`src/verilog/nfx_pkg.sv`:
```
// package of constants for the negate-file execution block
package nfx_pkg;
  localparam logic [6:0]  OPC_NEGATE_PAT = 7'h36;  // bits 15:9 = 0110 110
  localparam int          OPC_HI_POS     = 9;
  localparam int          BANK_BIT_POS   = 8;
  localparam logic [7:0]  LIT_OFS_LIMIT  = 8'h5f;
  localparam logic [7:0]  ACC_SPLIT      = 8'h60;  // access bank low/high split
  localparam logic [3:0]  ACC_HIGH_BANK  = 4'hf;
  localparam logic [3:0]  BANK_SEL_RESET = 4'h0;
  localparam logic [11:0] FSR2_RESET     = 12'h000;
  localparam logic [7:0]  DATA_RESET     = 8'h00;
  localparam logic [4:0]  FLAGS_RESET    = 5'h00;
  localparam int          FLG_C          = 0;
  localparam int          FLG_DC         = 1;
  localparam int          FLG_Z          = 2;
  localparam int          FLG_OV         = 3;
  localparam int          FLG_N          = 4;
  typedef enum logic [1:0] {NFX_Q1, NFX_Q2, NFX_Q3, NFX_Q4} nfx_phase_t;
endpackage

```
`src/verilog/nfx_alu.sv`:
```
// negate arithmetic and flag generation
`timescale 1ns/1ps
module nfx_alu (
  // operand
  input  wire logic [7:0] i_operand,
  // result
  output logic [7:0]      o_result,
  output logic [4:0]      o_flags
);
  wire logic [7:0] inv      = ~i_operand;
  wire logic [8:0] sum      = {1'b0, inv} + 9'h001;
  wire logic [4:0] sum_low  = {1'b0, inv[3:0]} + 5'h01;
  wire logic [7:0] res      = sum[7:0];
  assign o_result = res;
  // overflow only for 0x80, where the signed negation has no answer
  assign o_flags[nfx_pkg::FLG_C]  = sum[8];
  assign o_flags[nfx_pkg::FLG_DC] = sum_low[4];
  assign o_flags[nfx_pkg::FLG_Z]  = (res == 8'h00);
  assign o_flags[nfx_pkg::FLG_OV] = ~inv[7] & res[7];
  assign o_flags[nfx_pkg::FLG_N]  = res[7];
endmodule // nfx_alu

```
`src/verilog/nfx_exec.sv`:
```
// negate-file instruction decode and four-phase execution
`timescale 1ns/1ps
module nfx_exec (
  // clock and reset
  input  wire logic        I_CLK_SYS,
  input  wire logic        I_RESET,
  // instruction fetch
  input  wire logic [15:0] I_INSTR,
  input  wire logic        I_INSTR_VALID,
  // core state
  input  wire logic [3:0]  I_BANK_SELECT_REG,
  input  wire logic [11:0] I_FSR2,
  input  wire logic        I_EXT_SET_EN,
  // data memory read data
  input  wire logic [7:0]  I_MEM_RDATA,
  // data memory access
  output logic [11:0]      O_MEM_ADDR,
  output logic             O_MEM_RD,
  output logic             O_MEM_WR,
  output logic [7:0]       O_MEM_WDATA,
  // status
  output logic [4:0]       O_FLAGS,
  output logic             O_FLAGS_WE,
  output logic             O_BUSY,
  output logic             O_DONE,
  output logic [1:0]       O_PHASE
);
  ////////////////////////////////////////////////////////////////////////
  nfx_pkg::nfx_phase_t phase;
  nfx_pkg::nfx_phase_t next_phase;
  logic [15:0] instr;
  logic [11:0] addr;
  logic [7:0]  operand;
  logic [7:0]  result;
  logic [4:0]  flags_q;
  logic [11:0] next_addr;
  wire  logic [7:0] alu_res;
  wire  logic [4:0] alu_flags;

  // decode; other opcodes are left to the rest of the core
  wire logic       is_negate_file_instr  = I_INSTR_VALID &&
      (I_INSTR[15:nfx_pkg::OPC_HI_POS] == nfx_pkg::OPC_NEGATE_PAT);
  wire logic       bank_bit = instr[nfx_pkg::BANK_BIT_POS];
  wire logic [7:0] f_op     = instr[7:0];
  wire logic       use_lit  = !bank_bit && I_EXT_SET_EN &&
      (f_op <= nfx_pkg::LIT_OFS_LIMIT);
  wire logic [11:0] lit_addr = I_FSR2 + {4'h0, f_op};
  wire logic [11:0] acc_addr = (f_op < nfx_pkg::ACC_SPLIT) ?
      {4'h0, f_op} : {nfx_pkg::ACC_HIGH_BANK, f_op};
  wire logic [11:0] bsr_addr = {I_BANK_SELECT_REG, f_op};

  always_comb begin
    if (bank_bit) begin
      next_addr = bsr_addr;
    end else if (use_lit) begin
      next_addr = lit_addr;
    end else begin
      next_addr = acc_addr;
    end
  end

  always_comb begin
    unique case (phase)
      nfx_pkg::NFX_Q1: next_phase = is_negate_file_instr ? nfx_pkg::NFX_Q2 : nfx_pkg::NFX_Q1;
      nfx_pkg::NFX_Q2: next_phase = nfx_pkg::NFX_Q3;
      nfx_pkg::NFX_Q3: next_phase = nfx_pkg::NFX_Q4;
      nfx_pkg::NFX_Q4: next_phase = nfx_pkg::NFX_Q1;
    endcase
  end

  nfx_alu u_alu (
    .i_operand (operand),
    .o_result  (alu_res),
    .o_flags   (alu_flags)
  );

  ////////////////////////////////////////////////////////////////////////
  always_ff @(posedge I_CLK_SYS or posedge I_RESET) begin
    if (I_RESET) begin
      phase <= nfx_pkg::NFX_Q1;
    end else begin
      phase <= next_phase;
    end
  end

  // instruction word latched at decode so fetch may move on
  always_ff @(posedge I_CLK_SYS or posedge I_RESET) begin
    if (I_RESET) begin
      instr <= 16'h0000;
    end else if (phase == nfx_pkg::NFX_Q1 && is_negate_file_instr) begin
      instr <= I_INSTR;
    end
  end

  // address is fixed in q2 and reused for the write: same location
  always_ff @(posedge I_CLK_SYS or posedge I_RESET) begin
    if (I_RESET) begin
      addr    <= 12'h000;
      operand <= nfx_pkg::DATA_RESET;
    end else if (phase == nfx_pkg::NFX_Q2) begin
      addr    <= next_addr;
    end else if (phase == nfx_pkg::NFX_Q3) begin
      operand <= I_MEM_RDATA;
    end
  end

  always_ff @(posedge I_CLK_SYS or posedge I_RESET) begin
    if (I_RESET) begin
      result  <= nfx_pkg::DATA_RESET;
      flags_q <= nfx_pkg::FLAGS_RESET;
    end else if (phase == nfx_pkg::NFX_Q4) begin
      result  <= alu_res;
      flags_q <= alu_flags;
    end
  end

  // outputs, all registered
  always_ff @(posedge I_CLK_SYS or posedge I_RESET) begin
    if (I_RESET) begin
      O_MEM_ADDR  <= 12'h000;
      O_MEM_RD    <= 1'b0;
      O_MEM_WR    <= 1'b0;
      O_MEM_WDATA <= nfx_pkg::DATA_RESET;
      O_FLAGS     <= nfx_pkg::FLAGS_RESET;
      O_FLAGS_WE  <= 1'b0;
      O_BUSY      <= 1'b0;
      O_DONE      <= 1'b0;
      O_PHASE     <= 2'h0;
    end else begin
      O_MEM_ADDR  <= (phase == nfx_pkg::NFX_Q2) ? next_addr : addr;
      O_MEM_RD    <= (phase == nfx_pkg::NFX_Q2);
      O_MEM_WR    <= (phase == nfx_pkg::NFX_Q4);
      O_MEM_WDATA <= (phase == nfx_pkg::NFX_Q4) ? alu_res : result;
      O_FLAGS     <= (phase == nfx_pkg::NFX_Q4) ? alu_flags : flags_q;
      O_FLAGS_WE  <= (phase == nfx_pkg::NFX_Q4);
      O_BUSY      <= (next_phase != nfx_pkg::NFX_Q1);
      O_DONE      <= (phase == nfx_pkg::NFX_Q4);
      O_PHASE     <= next_phase;
    end
  end
endmodule // nfx_exec

```
`config.mk`:
```
export PLATFORM = sky130hd
export DESIGN_NAME = nfx_exec
export DESIGN_NICKNAME = d
export VERILOG_FILES = /design/src/verilog/nfx_pkg.sv /design/src/verilog/nfx_alu.sv /design/src/verilog/nfx_exec.sv
export SDC_FILE = /design/constraint.sdc
export NUM_CORES = 1
export LEC_CHECK = 0
export BUFFER_PORTS_ARGS = -buffer_cell sky130_fd_sc_hd__buf_2
export CORE_UTILIZATION = 50
export DETAILED_ROUTE_END_ITERATION = 8
export PLACE_DENSITY = 0.74
export SETUP_SLACK_MARGIN = 0.15
export SKIP_CTS_REPAIR_TIMING = 1
export SYNTH_ARGS = -nofsm -noshare
export SYNTH_HDL_FRONTEND = slang
export SYNTH_SLANG_ARGS = --single-unit
export TNS_END_PERCENT = 20
```
`constraint.sdc`:
```
create_clock -name I_CLK_SYS -period 2 [get_ports I_CLK_SYS]
set_input_delay 0.3 -clock I_CLK_SYS [delete_from_list [all_inputs] [get_ports I_CLK_SYS]]
set_output_delay 0.3 -clock I_CLK_SYS [all_outputs]
set_load 0.02 [all_outputs]
```
# Yosys cells after proc, flatten, opt, wreduce, memory -nomap -nowiden
# Index checks and enable logic that the tools add are counted.
classes:
  muxes: 7
  reduce_logical: 9
  bitwise_logic: 4
  shifts: 0
  eq_ne: 4
  div: 0
  multipliers: 0
  n_addsub: 3
  magnitude_cmp: 2
op_table:
  columns: ["operator", "n"]
  rows:
  - ["two-way mux 12 bit", 3]
  - ["adder 12 x 8 -> 12 bit", 1]
  - ["adder 8 x 1 -> 9 bit (second input constant)", 1]
  - ["less-or-equal comparator 8 x 7 -> 1 bit (second input constant)", 1]
  - ["logical NOT 8 bit", 1]
  - ["less-than comparator 8 x 7 -> 1 bit (second input constant)", 1]
  - ["two-way mux 8 bit", 1]
  - ["inverter 8 bit", 1]
  - ["one-hot mux 2 bit (4 select lines)", 1]
  - ["== test 7 x 6 -> 1 bit (second input constant)", 1]
  - ["adder 4 x 1 -> 5 bit (second input constant)", 1]
  - ["two-way mux 5 bit", 1]
  - ["== test 2 bit (second input constant)", 2]
  - ["logical AND 1 bit", 4]
  - ["== test 2 x 1 -> 1 bit (second input constant)", 1]
  - ["logical NOT 2 bit", 1]
  - ["inverter 1 bit", 2]
  - ["AND reduction 2 bit", 1]
  - ["nonzero test 2 bit", 1]
  - ["bitwise AND 1 bit", 1]
  - ["logical NOT 1 bit", 1]
  - ["two-way mux 1 bit", 1]
totals:
  register_bits: 47
  ram_bits: 0
  latch_bits: 0
  inputBits: 44
  rom_bits: 0
  out_inout_bits: 32
  memories: 0

# Longest topological paths before layout
# Gate-level depths: netlist (run 1).
logic_depth:
  ltp_word: 5
  depth_mapped: 8
  ltp_nobuf: 8

# Hierarchy
# A second synthesis (run 1) with hierarchy kept.
unflattened:
  cells_unflattened: 241
  hier_area_um2: 2596.2
by_module_without_submodules:
  columns: ["module", "seq_area_each_um2", "area_each_um2", "cells_per_inst", "instances"]
  rows:
  - ["nfx_exec", 1176.1, 2393.5, 213, 1]
  - ["nfx_alu", 0.0, 202.7, 28, 1]

# Worst setup path before layout (run 1)
# Ideal clock, no wire load.
synth_timing:
  path_type: "register to register"
  start: "reg instr[0]"
  end: "reg O_MEM_ADDR[10]"
  path_stages_with_launch: 9
  t_required_ns: 1.914
  synth_period_minus_slack_ns: 1.796
  setup_time_ns: 0.086
  path_buffers: 0
  arrival_ns: 1.711
  setup_slack_ns: 0.204
  path_cell_list: "dfrtp_1 > ha_1 > inv_1 > fa_1 > nor2b_4 > o31a_4 > o2111ai_1 > xor2_1 > a32oi_1"
synth_between:
  elab_chain_cells: 4
  elab_cells_between_ends: 7
  cone_classes: "add/sub (1); order compare (2); mux (3); reduce/logical (1)"
synth_rtl:
  columns: ["item", "line", "rtl"]
  rows:
  - ["start: declaration", "nfx_exec.sv:31", "logic [15:0] instr;"]
  - ["start signal: assignment", "nfx_exec.sv:89", "instr <= 16'h0000;"]
  - ["start signal: assignment", "nfx_exec.sv:91", "instr <= I_INSTR;"]
  - ["less-than comparator 8 x 7 -> 1 bit / less-or-equal comparator 8 x 7 -> 1 bit (equally long branches)", "nfx_exec.sv:48, nfx_exec.sv:46", null]
  - ["two-way mux 12 bit / logical AND 1 bit (equally long branches)", "nfx_exec.sv:48, nfx_exec.sv:45", null]
  - ["two-way mux 12 bit (*)", "nfx_exec.sv:55", "end else if (use_lit) begin"]
  - ["two-way mux 12 bit (*)", "nfx_exec.sv:53", "if (bank_bit) begin"]
  - ["end signal: assignment", "nfx_exec.sv:130", "O_MEM_ADDR <= (phase == nfx_pkg::NFX_Q2) ? next_addr : addr;"]
  - ["end: declaration", "nfx_exec.sv:17", "output logic [11:0] O_MEM_ADDR,"]
# Every way passes the cells marked *; elsewhere a longest branch is shown, timed or not.
# A chain may end at the register's enable or synchronous reset.

# Final worst setup path (run 1)
layout_timing:
  start: "reg instr[0]"
  end: "reg O_MEM_ADDR[8]"
# The elaborated chain is that of the path after synthesis.

==> results of run 1 <==
area by class of cell:
| cell class | instances | area (µm²) | share of cell area |
|---|---|---|---|
| inverter | 12 | 45.0 | 0.0142 |
| tap | 67 | 83.8 | 0.0264 |
| sequential | 46 | 1150 | 0.363 |
| timing repair buffer | 83 | 438 | 0.138 |
| clock buffer | 6 | 82.6 | 0.0260 |
| multi-input combinational | 167 | 1340 | 0.423 |
| clock inverter | 1 | 30.0 | 0.00946 |
layout by cell type (no fill, tap or decap), drive strengths merged, types with 7 or more instances in the layout:
| cell type | n |
|---|---|
| ha | 15 |
| nand2 | 15 |
| buf | 82 |
| mux2 | 27 |
| dfrtp | 46 |
| inv | 12 |
| a21oi | 13 |
| o21ai | 8 |
| nand3 | 9 |
| nor2 | 15 |
| mux2i | 7 |
| nand2b | 7 |
power groups by stage:
stage	sequential, W	clock, W	combinational [W]
6_report	0.00154	0.000693	0.00182
5_1_grt	0.00159	0.000753	0.00199
4_1_cts	0.00154	0.000717	0.00183
3_5_place_dp	0.00155	0	0.00182
3_3_place_gp	0.00154	0	0.00179
2_1_floorplan	0.00183	0	0.000996
registers in the layout, indices dropped and copies added, names as in the netlist:
register,cells
O_DONE,1
O_FLAGS,4
operand,8
O_MEM_RD,1
O_PHASE,2
O_BUSY,1
O_MEM_ADDR,12
O_MEM_WDATA,8
instr,9
path summary, 6_finish.rpt:
| kind | start | end | slack, ns | cells past startpoint |
|---|---|---|---|---|
| worst max-delay path | instr[0] | O_MEM_ADDR[8] | 0.09 | 8 |
| worst min-delay path | I_MEM_RDATA[0] | operand[0] | 0.21 | 3 |
| worst max register to register | instr[0] | O_MEM_ADDR[8] | 0.09 | 8 |
| worst min register to register | O_MEM_ADDR[6] | O_MEM_ADDR[6] | 0.50 | 2 |
| max in group asynchronous | I_RESET | instr[3] | 0.89 | 4 |
| min in group asynchronous | I_RESET | O_MEM_WDATA[3] | 0.52 | 3 |
per-layer routing:
metal  share of wire  global-route usage
met1            0.48               0.294
met4           0.018              0.0919
met2            0.45               0.337
met3           0.051              0.0412
met5               0                   0
per-stage QoR:
stage | cell area [µm²] | util
after floorplan | 2580 | -
after global placement | 3040 | 0.627
after detailed placement | 3040 | 0.627
after CTS | 3150 | 0.650
after global routing | 3170 | 0.654
final | 3170 | 0.654
worst max-delay path, delay by kind of cell, from the launching register on:
family	cells	cell delay, ns
adder cells (fa/ha/maj)	2	0.43
buffers and inverters	1	0.08
AND/OR/NAND/NOR	1	0.05
flip-flops	1	0.39
AO/OA/AOI/OAI	3	0.74
multiplexers	1	0.09
kinds of logic after synthesis:
group / count (synthesis) / share of synthesized area
buffers and inverters: 20 / 0.0369
AO/OA/AOI/OAI: 43 / 0.127
adder cells (fa/ha/maj): 16 / 0.0806
AND/OR/NAND/NOR: 66 / 0.136
multiplexers: 34 / 0.145
flip-flops: 46 / 0.447
XOR/XNOR: 8 / 0.0272
==> impl_metrics.prom, run 1 <==
# TYPE chip_impl_metric gauge
chip_impl_metric{name="tightestPinTransition",unit="ns"} 0.539
chip_impl_metric{name="synth_enable_flop_cells",unit=""} 0
chip_impl_metric{name="final_critical_path_setup_slack",unit="ns"} 0.0943
chip_impl_info{name="synth_ff_type",value="sky130_fd_sc_hd__dfrtp_1"} 1
chip_impl_metric{name="die_y",unit="µm"} 73.8
chip_impl_metric{name="total_power",unit="W"} 0.00405
chip_impl_info{name="crit_chain",value="ha_1 > inv_1 > fa_2 > nor2b_4 > o31a_4 > o21ai_2 > mux2i_1 > a221o_1"} 1
chip_impl_metric{name="share_comb_of_total_power",unit=""} 0.450
chip_impl_metric{name="number_of_warnings_printed_during_yosys_synthesis",unit=""} 0
chip_impl_metric{name="worstPathRequired",unit="ns"} 2.18
chip_impl_metric{name="final_cells",unit=""} 382
chip_impl_info{name="critPathCaptureType",value="register"} 1
chip_impl_metric{name="report.final.setup_viol",unit=""} 0
chip_impl_metric{name="max_freq",unit="MHz"} 525
chip_impl_metric{name="totalNegativeSetupSlack",unit="ns"} 0
chip_impl_metric{name="async_s_r_ff_share_synth",unit=""} 1.00
chip_impl_metric{name="synthesis_to_layout_area_growth",unit="%"} 23.2
chip_impl_metric{name="initial_core_util",unit=""} 0.531
chip_impl_metric{name="pwr-share-clk",unit=""} 0.171
chip_impl_info{name="synth.cells.most_frequent",value="sky130_fd_sc_hd__dfrtp_1 (46), sky130_fd_sc_hd__mux2_2 (27), sky130_fd_sc_hd__ha_1 (15), sky130_fd_sc_hd__nand2_1 (15), sky130_fd_sc_hd__nor2_1 (15)"} 1
chip_impl_metric{name="grt_start_max_net_pins",unit=""} 21
chip_impl_metric{name="clock_tree.htree_level_count",unit=""} 2
chip_impl_info{name="synth.largest_area_cell",value="sky130_fd_sc_hd__dfrtp_1"} 1
chip_impl_metric{name="slew-limit-headroom",unit=""} 0.638
chip_impl_metric{name="drt_first_pass_iters",unit=""} 4
chip_impl_metric{name="globalRoute.totalOverflow",unit=""} 0
chip_impl_metric{name="detail-route-antenna-nets",unit=""} 0
chip_impl_metric{name="dr.first_iter.drc_count",unit=""} 119
chip_impl_info{name="critical_path_class",value="reg -> reg"} 1
chip_impl_metric{name="cts_num_sinks",unit=""} 46
chip_impl_metric{name="cts_made_buffers",unit=""} 5
chip_impl_metric{name="clock_tree.buffer_depth",unit=""} 2
chip_impl_metric{name="slew_violations",unit=""} 0
chip_impl_metric{name="gate_count_after_technology_mapping",unit=""} 233
chip_impl_metric{name="sequentialPowerShare",unit=""} 0.379
chip_impl_metric{name="worst_setup_hold_path_clk_slew",unit="ns"} 0.08
chip_impl_metric{name="wl",unit="mm"} 5.39
chip_impl_metric{name="placed_cells",unit=""} 374
chip_impl_metric{name="core",unit="µm²"} 4850
chip_impl_info{name="critical_path_cell_with_the_highest_stage_delay",value="sky130_fd_sc_hd__dfrtp_1"} 1
chip_impl_metric{name="synthDominantCellAreaShare",unit=""} 0.447
chip_impl_metric{name="grt_pass1_vias",unit=""} 1925
chip_impl_metric{name="worst_setup_timing_slack_at_the_placement_stage",unit="ns"} 0.0541
chip_impl_metric{name="clock_skew",unit="ns"} 0.00484
chip_impl_metric{name="avgRoutedWirePerCell",unit="µm"} 14.1
chip_impl_metric{name="global_route.usage.total",unit=""} 0.216
chip_impl_metric{name="power.switching",unit="W"} 0.00157
chip_impl_metric{name="die_area",unit="µm²"} 5440
chip_impl_info{name="post-synth-top-count-cell",value="sky130_fd_sc_hd__dfrtp_1"} 1
chip_impl_metric{name="post_route_cells_drive_above_1_share",unit=""} 0.419
chip_impl_info{name="critPathLaunchType",value="register"} 1
chip_impl_metric{name="cell_internal_pwr",unit="W"} 0.00248
chip_impl_metric{name="routed-via-count",unit=""} 2012
chip_impl_info{name="clk_root_buffer_cell",value="sky130_fd_sc_hd__clkbuf_8"} 1
chip_impl_metric{name="crit_path_max_fanout",unit=""} 4
chip_impl_metric{name="synth-seq-cells",unit=""} 46
chip_impl_metric{name="ir_worst_vdd",unit="µV"} 705
chip_impl_metric{name="hold_violations",unit=""} 0
chip_impl_metric{name="cp_slowest_stage_delay",unit="ns"} 0.39
chip_impl_metric{name="timing.max_cap.violations",unit=""} 0
chip_impl_metric{name="floorplan.die.width",unit="µm"} 73.8
chip_impl_metric{name="synthesis.area",unit="µm²"} 2580
chip_impl_metric{name="dpl.hpwl",unit="mm"} 4.09
chip_impl_info{name="yosys-top-cells-area",value="sky130_fd_sc_hd__dfrtp_1 (45%), sky130_fd_sc_hd__mux2_2 (12%), sky130_fd_sc_hd__ha_1 (7.3%), sky130_fd_sc_hd__mux2i_1 (2.7%), sky130_fd_sc_hd__a21oi_1 (2.5%)"} 1
chip_impl_metric{name="power_density",unit="nW/µm²"} 1280
chip_impl_metric{name="yosys.cell_types.count",unit=""} 54
chip_impl_metric{name="antenna_cells",unit=""} 0
chip_impl_info{name="tritoncts_clock_tree",value="built"} 1
chip_impl_metric{name="routed_via_density",unit=""} 5.27
chip_impl_metric{name="final_nets",unit=""} 375
chip_impl_metric{name="clock_insertion_delay_worst_skew",unit="ns"} 0.29
chip_impl_metric{name="grt_first_pass_wirelength",unit="mm"} 8.79
chip_impl_metric{name="critical_path_arrival",unit="ns"} 2.09
chip_impl_metric{name="ys_seq_area_frac",unit=""} 0.447
chip_impl_info{name="unrepaired_setup_endpoints_after_global_routing",value="true"} 1
chip_impl_metric{name="boundaryPins",unit=""} 76
chip_impl_metric{name="period_share",unit=""} 0.953
chip_impl_info{name="run_status",value="finished clean"} 1
chip_impl_metric{name="final_period_minus_worst_setup_slack",unit="ns"} 1.91
chip_impl_metric{name="num_rows",unit=""} 25
chip_impl_metric{name="antenna_found_initial",unit=""} 0
chip_impl_metric{name="hold-worst-slack",unit="ns"} 0.210
chip_impl_metric{name="syn-mean-instance-area",unit="µm²"} 11.1
chip_impl_metric{name="synth.net_count",unit=""} 293
chip_impl_metric{name="sw_frac_of_total",unit=""} 0.388
chip_impl_metric{name="fillers",unit=""} 388
chip_impl_metric{name="leakage",unit="nW"} 1.56
chip_impl_metric{name="io_buffer_count",unit=""} 75
chip_impl_metric{name="drt_drc_violations_left",unit=""} 0
chip_impl_info{name="min-delay-path-class",value="in -> reg"} 1
chip_impl_metric{name="globalplace.congestion",unit=""} 0.802
Note: power is estimated with default switching activity, not from simulation.
==> run 2, diff against run 1 <==
--- a/config.mk
+++ b/config.mk
@@ -6,6 +6,7 @@
 export NUM_CORES = 1
 export LEC_CHECK = 0
 export BUFFER_PORTS_ARGS = -buffer_cell sky130_fd_sc_hd__buf_2
+export CORE_ASPECT_RATIO = 1.1
 export CORE_UTILIZATION = 50
 export DETAILED_ROUTE_END_ITERATION = 8
 export PLACE_DENSITY = 0.74
==> run 2 against run 1 <==
  * Critical path depth decreased by 2
  * Worst hold slack got worse by 0.19 ns
  * Sequential cell count unchanged
  * Non-clock buffer count is 2 lower
  * Power shrank 3.1%
  * Sequential power about the same
  * Combinational power about the same
  * Fmax increased by 1.9%
  * Register-to-register slack better by 0.03 ns
  * Die area hardly changed
  * Critical path type unchanged
  * Critical endpoint is now O_MEM_ADDR[7]
==> impl_metrics.prom, run 2 (synthesized netlist as in run 1, its figures left out) <==
# TYPE chip_impl_metric gauge
chip_impl_metric{name="worst_setup_hold_path_clk_slew",unit="ns"} 0.09
chip_impl_info{name="largest_registers",value="O_MEM_ADDR (12), instr (9)"} 1
chip_impl_info{name="rr_endpoint",value="O_MEM_ADDR[7]"} 1
chip_impl_metric{name="globalplace.congestion",unit=""} 0.835
chip_impl_metric{name="max_freq",unit="MHz"} 534
chip_impl_info{name="min-delay-path-class",value="in -> async"} 1
chip_impl_info{name="tritoncts_clock_tree",value="built"} 1
chip_impl_metric{name="grt_start_max_net_pins",unit=""} 47
chip_impl_metric{name="hold_violations",unit=""} 0
chip_impl_metric{name="dr.first_iter.drc_count",unit=""} 64
chip_impl_metric{name="die_y",unit="µm"} 77.3
chip_impl_metric{name="globalRoute.totalOverflow",unit=""} 0
chip_impl_info{name="top_register",value="O_MEM_ADDR"} 1
chip_impl_metric{name="final_area",unit="µm²"} 3130
chip_impl_metric{name="floorplan.die.width",unit="µm"} 70.4
chip_impl_metric{name="crit_path_max_fanout",unit=""} 4
chip_impl_info{name="worst_setup_path_startpoint",value="instr[1]"} 1
chip_impl_metric{name="final_nets",unit=""} 373
chip_impl_metric{name="routed-via-count",unit=""} 2008
chip_impl_metric{name="post_route_cells_drive_above_1_share",unit=""} 0.417
chip_impl_metric{name="io_buffer_count",unit=""} 75
chip_impl_metric{name="boundaryPins",unit=""} 76
chip_impl_metric{name="power_density",unit="nW/µm²"} 1250
chip_impl_metric{name="clock_tree.buffer_depth",unit=""} 2
chip_impl_metric{name="totalNegativeSetupSlack",unit="ns"} 0
chip_impl_metric{name="ir_worst_vdd",unit="µV"} 788
chip_impl_metric{name="synthesis_to_layout_area_growth",unit="%"} 21.7
chip_impl_metric{name="core",unit="µm²"} 4970
chip_impl_metric{name="final_period_minus_worst_setup_slack",unit="ns"} 1.87
chip_impl_metric{name="timing.max_cap.violations",unit=""} 0
chip_impl_metric{name="grt_first_pass_wirelength",unit="mm"} 8.92
chip_impl_metric{name="leakage",unit="nW"} 1.55
chip_impl_metric{name="clock_insertion_delay_worst_skew",unit="ns"} 0.29
chip_impl_metric{name="slew_violations",unit=""} 0
chip_impl_metric{name="clock_tree.htree_level_count",unit=""} 2
chip_impl_info{name="critPathLaunchType",value="register"} 1
chip_impl_metric{name="die_area",unit="µm²"} 5440
chip_impl_metric{name="num_rows",unit=""} 27
chip_impl_info{name="most_frequent_cells_in_the_layout",value="sky130_fd_sc_hd__buf_2 (75), sky130_fd_sc_hd__dfrtp_1 (46), sky130_fd_sc_hd__mux2_2 (27), sky130_fd_sc_hd__nor2_1 (15), sky130_fd_sc_hd__nand2_1 (15)"} 1
chip_impl_metric{name="slew-limit-headroom",unit=""} 0.634
chip_impl_metric{name="cts_made_buffers",unit=""} 5
chip_impl_metric{name="worstPathRequired",unit="ns"} 2.17
chip_impl_metric{name="initial_core_util",unit=""} 0.519
chip_impl_metric{name="antenna_found_initial",unit=""} 0
chip_impl_info{name="critical_path.reg2reg.startpoint",value="instr[1]"} 1
chip_impl_info{name="run_status",value="finished clean"} 1
chip_impl_metric{name="routed_via_density",unit=""} 5.40
chip_impl_metric{name="report.final.setup_viol",unit=""} 0
chip_impl_metric{name="largest_reg_flops",unit=""} 12
chip_impl_metric{name="detail-route-antenna-nets",unit=""} 0
chip_impl_metric{name="wl",unit="mm"} 5.28
chip_impl_info{name="critPathCaptureType",value="register"} 1
chip_impl_metric{name="critical_path_arrival",unit="ns"} 2.04
chip_impl_metric{name="clock_skew",unit="ns"} 0.0136
chip_impl_metric{name="grt_pass1_vias",unit=""} 2025
chip_impl_metric{name="dpl.hpwl",unit="mm"} 3.97
chip_impl_info{name="clk_root_buffer_cell",value="sky130_fd_sc_hd__clkbuf_8"} 1
chip_impl_metric{name="antenna_cells",unit=""} 0
chip_impl_metric{name="total_power",unit="W"} 0.00392
chip_impl_metric{name="r2r_cells",unit=""} 6
chip_impl_metric{name="register_to_register_setup_slack",unit="ns"} 0.13
chip_impl_metric{name="global_route.usage.total",unit=""} 0.209
chip_impl_metric{name="period_share",unit=""} 0.936
chip_impl_info{name="unrepaired_setup_endpoints_after_global_routing",value="true"} 1
chip_impl_metric{name="placed_cell_area",unit="µm²"} 3020
chip_impl_metric{name="tightestPinTransition",unit="ns"} 0.545
chip_impl_metric{name="cts_num_sinks",unit=""} 46
chip_impl_metric{name="avgRoutedWirePerCell",unit="µm"} 14.2
chip_impl_metric{name="drt_first_pass_iters",unit=""} 4
chip_impl_info{name="final_common_cell",value="sky130_fd_sc_hd__buf_2"} 1
chip_impl_metric{name="drt_drc_violations_left",unit=""} 0
chip_impl_info{name="critical_path_class",value="reg -> reg"} 1
[run 2: report_power, final]
group | internal [W] | leakage, nW | total [W] | switching [W]
combinational | 0.000786 | 0.923 | 0.00180 | 0.00101
sequential | 0.00129 | 0.577 | 0.00154 | 0.000256
clock | 0.000279 | 0.0482 | 0.000584 | 0.000305
[run 2: critical path, stage by stage (launching register included)]
cell and delay, ns:
sky130_fd_sc_hd__dfrtp_1 0.42, sky130_fd_sc_hd__ha_1 0.29, sky130_fd_sc_hd__a211oi_2 0.36, sky130_fd_sc_hd__o211ai_2 0.16, sky130_fd_sc_hd__a21o_1 0.20, sky130_fd_sc_hd__a41oi_1 0.22
sky130_fd_sc_hd__a21oi_1 0.10
[run 2: through the flow]
stage	worst slack (ns)	utilization	hold slack (ns)	std cells
global route	0.0215	0.631	0.0340	372
global placement	0.0937	0.609	0.356	363
floorplan	0.204	-	0.421	233
detailed placement	0.0694	0.609	0.360	363
finish	0.129	0.631	0.0234	372
CTS	0.0503	0.627	0.0316	371
[run 2: layout make-up]
type | count | area, µm²
clock inverters | 1 | 5.00
inverters | 12 | 45.0
repair buffers | 81 | 433
flip-flops and latches | 46 | 1150
clock buffers | 7 | 86.3
multi-input cells | 167 | 1340
well taps | 58 | 72.6
fillers | 438 | 1830
[run 2: routing by layer]
| layer | GRT usage | vias up | routed length, µm |
|---|---|---|---|
| li1 | - | 987 | - |
| met5 | 0 | - | 0 |
| met4 | 0.0800 | 0 | 67 |
| met3 | 0.0460 | 6 | 269 |
| met2 | 0.370 | 62 | 2760 |
| met1 | 0.242 | 953 | 2180 |
[run 2: worst max-delay path by stage]
stage	endpoint	slack, ns	cells after the start
floorplan	O_MEM_ADDR[10]	0.20	8
global placement	O_MEM_ADDR[10]	0.09	9
detailed placement	O_MEM_ADDR[10]	0.07	9
CTS	O_MEM_ADDR[10]	0.05	8
global route	O_MEM_ADDR[10]	0.02	8
finish	O_MEM_ADDR[7]	0.13	6
==> run 3, diff against run 2 <==
--- a/config.mk
+++ b/config.mk
@@ -9,6 +9,7 @@
 export CORE_ASPECT_RATIO = 1.1
 export CORE_UTILIZATION = 50
 export DETAILED_ROUTE_END_ITERATION = 8
+export MAX_ROUTING_LAYER = met4
 export PLACE_DENSITY = 0.74
 export SETUP_SLACK_MARGIN = 0.15
 export SKIP_CTS_REPAIR_TIMING = 1
==> run 3 against run 2 <==
  * Non-clock buffer count unchanged
  * Sequential cell count unchanged
  * Clock skew increased by 0.0017 ns
  * Critical path depth unchanged
  * Clock power about the same
  * Clock-buffer cell count unchanged
  * Combinational power about the same
  * Sequential power about the same
  * Register-to-register slack about the same
  * Critical endpoint unchanged
  * Largest power group unchanged
==> impl_metrics.prom, run 3 (synthesized netlist as in run 1, its figures left out) <==
# TYPE chip_impl_metric gauge
chip_impl_info{name="top_register",value="O_MEM_ADDR"} 1
chip_impl_info{name="final_common_cell",value="sky130_fd_sc_hd__buf_2"} 1
chip_impl_info{name="tritoncts_clock_tree",value="built"} 1
chip_impl_metric{name="max_freq",unit="MHz"} 534
chip_impl_metric{name="timing.max_cap.violations",unit=""} 0
chip_impl_metric{name="floorplan.die.width",unit="µm"} 70.4
chip_impl_metric{name="drt_first_pass_iters",unit=""} 4
chip_impl_info{name="clk_root_buffer_cell",value="sky130_fd_sc_hd__clkbuf_8"} 1
chip_impl_metric{name="register_to_register_setup_slack",unit="ns"} 0.13
chip_impl_metric{name="r2r_cells",unit=""} 6
chip_impl_metric{name="antenna_found_initial",unit=""} 0
chip_impl_metric{name="worst_setup_hold_path_clk_slew",unit="ns"} 0.09
chip_impl_metric{name="grt_pass1_vias",unit=""} 2024
chip_impl_info{name="critPathCaptureType",value="register"} 1
chip_impl_metric{name="largest_reg_flops",unit=""} 12
chip_impl_metric{name="leakage",unit="nW"} 1.55
chip_impl_info{name="run_status",value="finished clean"} 1
chip_impl_metric{name="clock_insertion_delay_worst_skew",unit="ns"} 0.29
chip_impl_metric{name="critical_path_arrival",unit="ns"} 2.04
chip_impl_metric{name="crit_path_max_fanout",unit=""} 4
chip_impl_metric{name="worstPathRequired",unit="ns"} 2.17
chip_impl_metric{name="global_route.usage.total",unit=""} 0.215
chip_impl_metric{name="synthesis_to_layout_area_growth",unit="%"} 21.7
chip_impl_metric{name="globalRoute.totalOverflow",unit=""} 0
chip_impl_metric{name="final_period_minus_worst_setup_slack",unit="ns"} 1.87
chip_impl_metric{name="clock_tree.htree_level_count",unit=""} 2
chip_impl_metric{name="cts_num_sinks",unit=""} 46
chip_impl_metric{name="cts_made_buffers",unit=""} 5
chip_impl_metric{name="wl",unit="mm"} 5.27
chip_impl_metric{name="report.final.setup_viol",unit=""} 0
chip_impl_metric{name="die_area",unit="µm²"} 5440
chip_impl_metric{name="clock_tree.buffer_depth",unit=""} 2
chip_impl_metric{name="post_route_cells_drive_above_1_share",unit=""} 0.417
chip_impl_metric{name="slew_violations",unit=""} 0
chip_impl_metric{name="num_rows",unit=""} 27
chip_impl_metric{name="final_nets",unit=""} 373
chip_impl_metric{name="initial_core_util",unit=""} 0.519
chip_impl_info{name="min-delay-path-class",value="in -> async"} 1
chip_impl_info{name="critical_path_class",value="reg -> reg"} 1
chip_impl_metric{name="final_critical_path_setup_slack",unit="ns"} 0.128
chip_impl_metric{name="dpl.hpwl",unit="mm"} 3.97
chip_impl_metric{name="hold_violations",unit=""} 0
chip_impl_info{name="unrepaired_setup_endpoints_after_global_routing",value="true"} 1
chip_impl_metric{name="die_y",unit="µm"} 77.3
chip_impl_metric{name="clock_skew",unit="ns"} 0.0154
chip_impl_info{name="most_frequent_cells_in_the_layout",value="sky130_fd_sc_hd__buf_2 (75), sky130_fd_sc_hd__dfrtp_1 (46), sky130_fd_sc_hd__mux2_2 (27), sky130_fd_sc_hd__nor2_1 (15), sky130_fd_sc_hd__nand2_1 (15)"} 1
chip_impl_metric{name="ir_worst_vdd",unit="µV"} 782
chip_impl_metric{name="io_buffer_count",unit=""} 75
chip_impl_metric{name="routed_via_density",unit=""} 5.39
chip_impl_info{name="rr_endpoint",value="O_MEM_ADDR[7]"} 1
chip_impl_info{name="critPathLaunchType",value="register"} 1
chip_impl_metric{name="totalNegativeSetupSlack",unit="ns"} 0
chip_impl_metric{name="drt_drc_violations_left",unit=""} 0
chip_impl_metric{name="grt_start_max_net_pins",unit=""} 47
chip_impl_metric{name="power_density",unit="nW/µm²"} 1250
chip_impl_metric{name="detail-route-antenna-nets",unit=""} 0
chip_impl_info{name="critical_path.reg2reg.startpoint",value="instr[1]"} 1
chip_impl_metric{name="antenna_cells",unit=""} 0
chip_impl_metric{name="grt_first_pass_wirelength",unit="mm"} 8.94
chip_impl_metric{name="worst_setup_timing_slack_at_the_placement_stage",unit="ns"} 0.0694
chip_impl_metric{name="routed-via-count",unit=""} 2005
chip_impl_metric{name="dr.first_iter.drc_count",unit=""} 67
chip_impl_metric{name="globalplace.congestion",unit=""} 0.848
chip_impl_metric{name="hold-worst-slack",unit="ns"} 0.0236
chip_impl_metric{name="avgRoutedWirePerCell",unit="µm"} 14.2
chip_impl_metric{name="period_share",unit=""} 0.936
chip_impl_metric{name="tightestPinTransition",unit="ns"} 0.546
chip_impl_info{name="largest_registers",value="O_MEM_ADDR (12), instr (9)"} 1
chip_impl_metric{name="core",unit="µm²"} 4970
chip_impl_metric{name="boundaryPins",unit=""} 76
chip_impl_metric{name="slew-limit-headroom",unit=""} 0.633
chip_impl_metric{name="final_core_util",unit=""} 0.631
chip_impl_metric{name="total_power",unit="W"} 0.00392
## run 3: cell counts in the layout (fill, tap and decap cells not counted)
No cell type changed its count.
## run 3: metrics by stage
step	instance area (µm²)	cells
after global routing	3130	372
after detailed placement	3020	363
after CTS	3120	371
final	3130	372
after floorplan	2580	233
after global placement	3020	363
## run 3: layer usage
layer | global-route usage | part of all wire | vias up
li1 | - | - | 988
met1 | 0.244 | 0.41 | 949
met2 | 0.372 | 0.52 | 62
met3 | 0.0447 | 0.049 | 6
met4 | 0.0760 | 0.012 | 0
met5 | - | 0 | -
## run 3: layout make-up
cell class | count | area, µm²
Fill cell | 438 | 1830
Multi-Input combinational cell | 167 | 1340
Sequential cell | 46 | 1150
Timing Repair Buffer | 81 | 433
Clock buffer | 7 | 86.3
Tap cell | 58 | 72.6
Inverter | 12 | 45.0
Clock inverter | 1 | 5.00
## run 3: worst max-delay path: stages, from the launching register on
cell and delay [ns]:
sky130_fd_sc_hd__dfrtp_1 0.42, sky130_fd_sc_hd__ha_1 0.29, sky130_fd_sc_hd__a211oi_2 0.36, sky130_fd_sc_hd__o211ai_2 0.16
sky130_fd_sc_hd__a21o_1 0.20, sky130_fd_sc_hd__a41oi_1 0.22, sky130_fd_sc_hd__a21oi_1 0.10
## run 3: worst max-delay path by stage
stage | from | endpoint | slack, ns | cells past startpoint
finish | instr[1] | O_MEM_ADDR[7] | 0.13 | 6
global route | instr[0] | O_MEM_ADDR[10] | 0.02 | 8
CTS | instr[0] | O_MEM_ADDR[10] | 0.05 | 8
detailed placement | I_FSR2[0] | O_MEM_ADDR[10] | 0.07 | 9
global placement | I_FSR2[0] | O_MEM_ADDR[10] | 0.09 | 9
floorplan | instr[0] | O_MEM_ADDR[10] | 0.20 | 8
## run 3: power breakdown
part / internal (W) / switching [W]
clock network: 0.000279 / 0.000302
registers: 0.00129 / 0.000255
logic: 0.000786 / 0.00101
total: 0.00235 / 0.00157
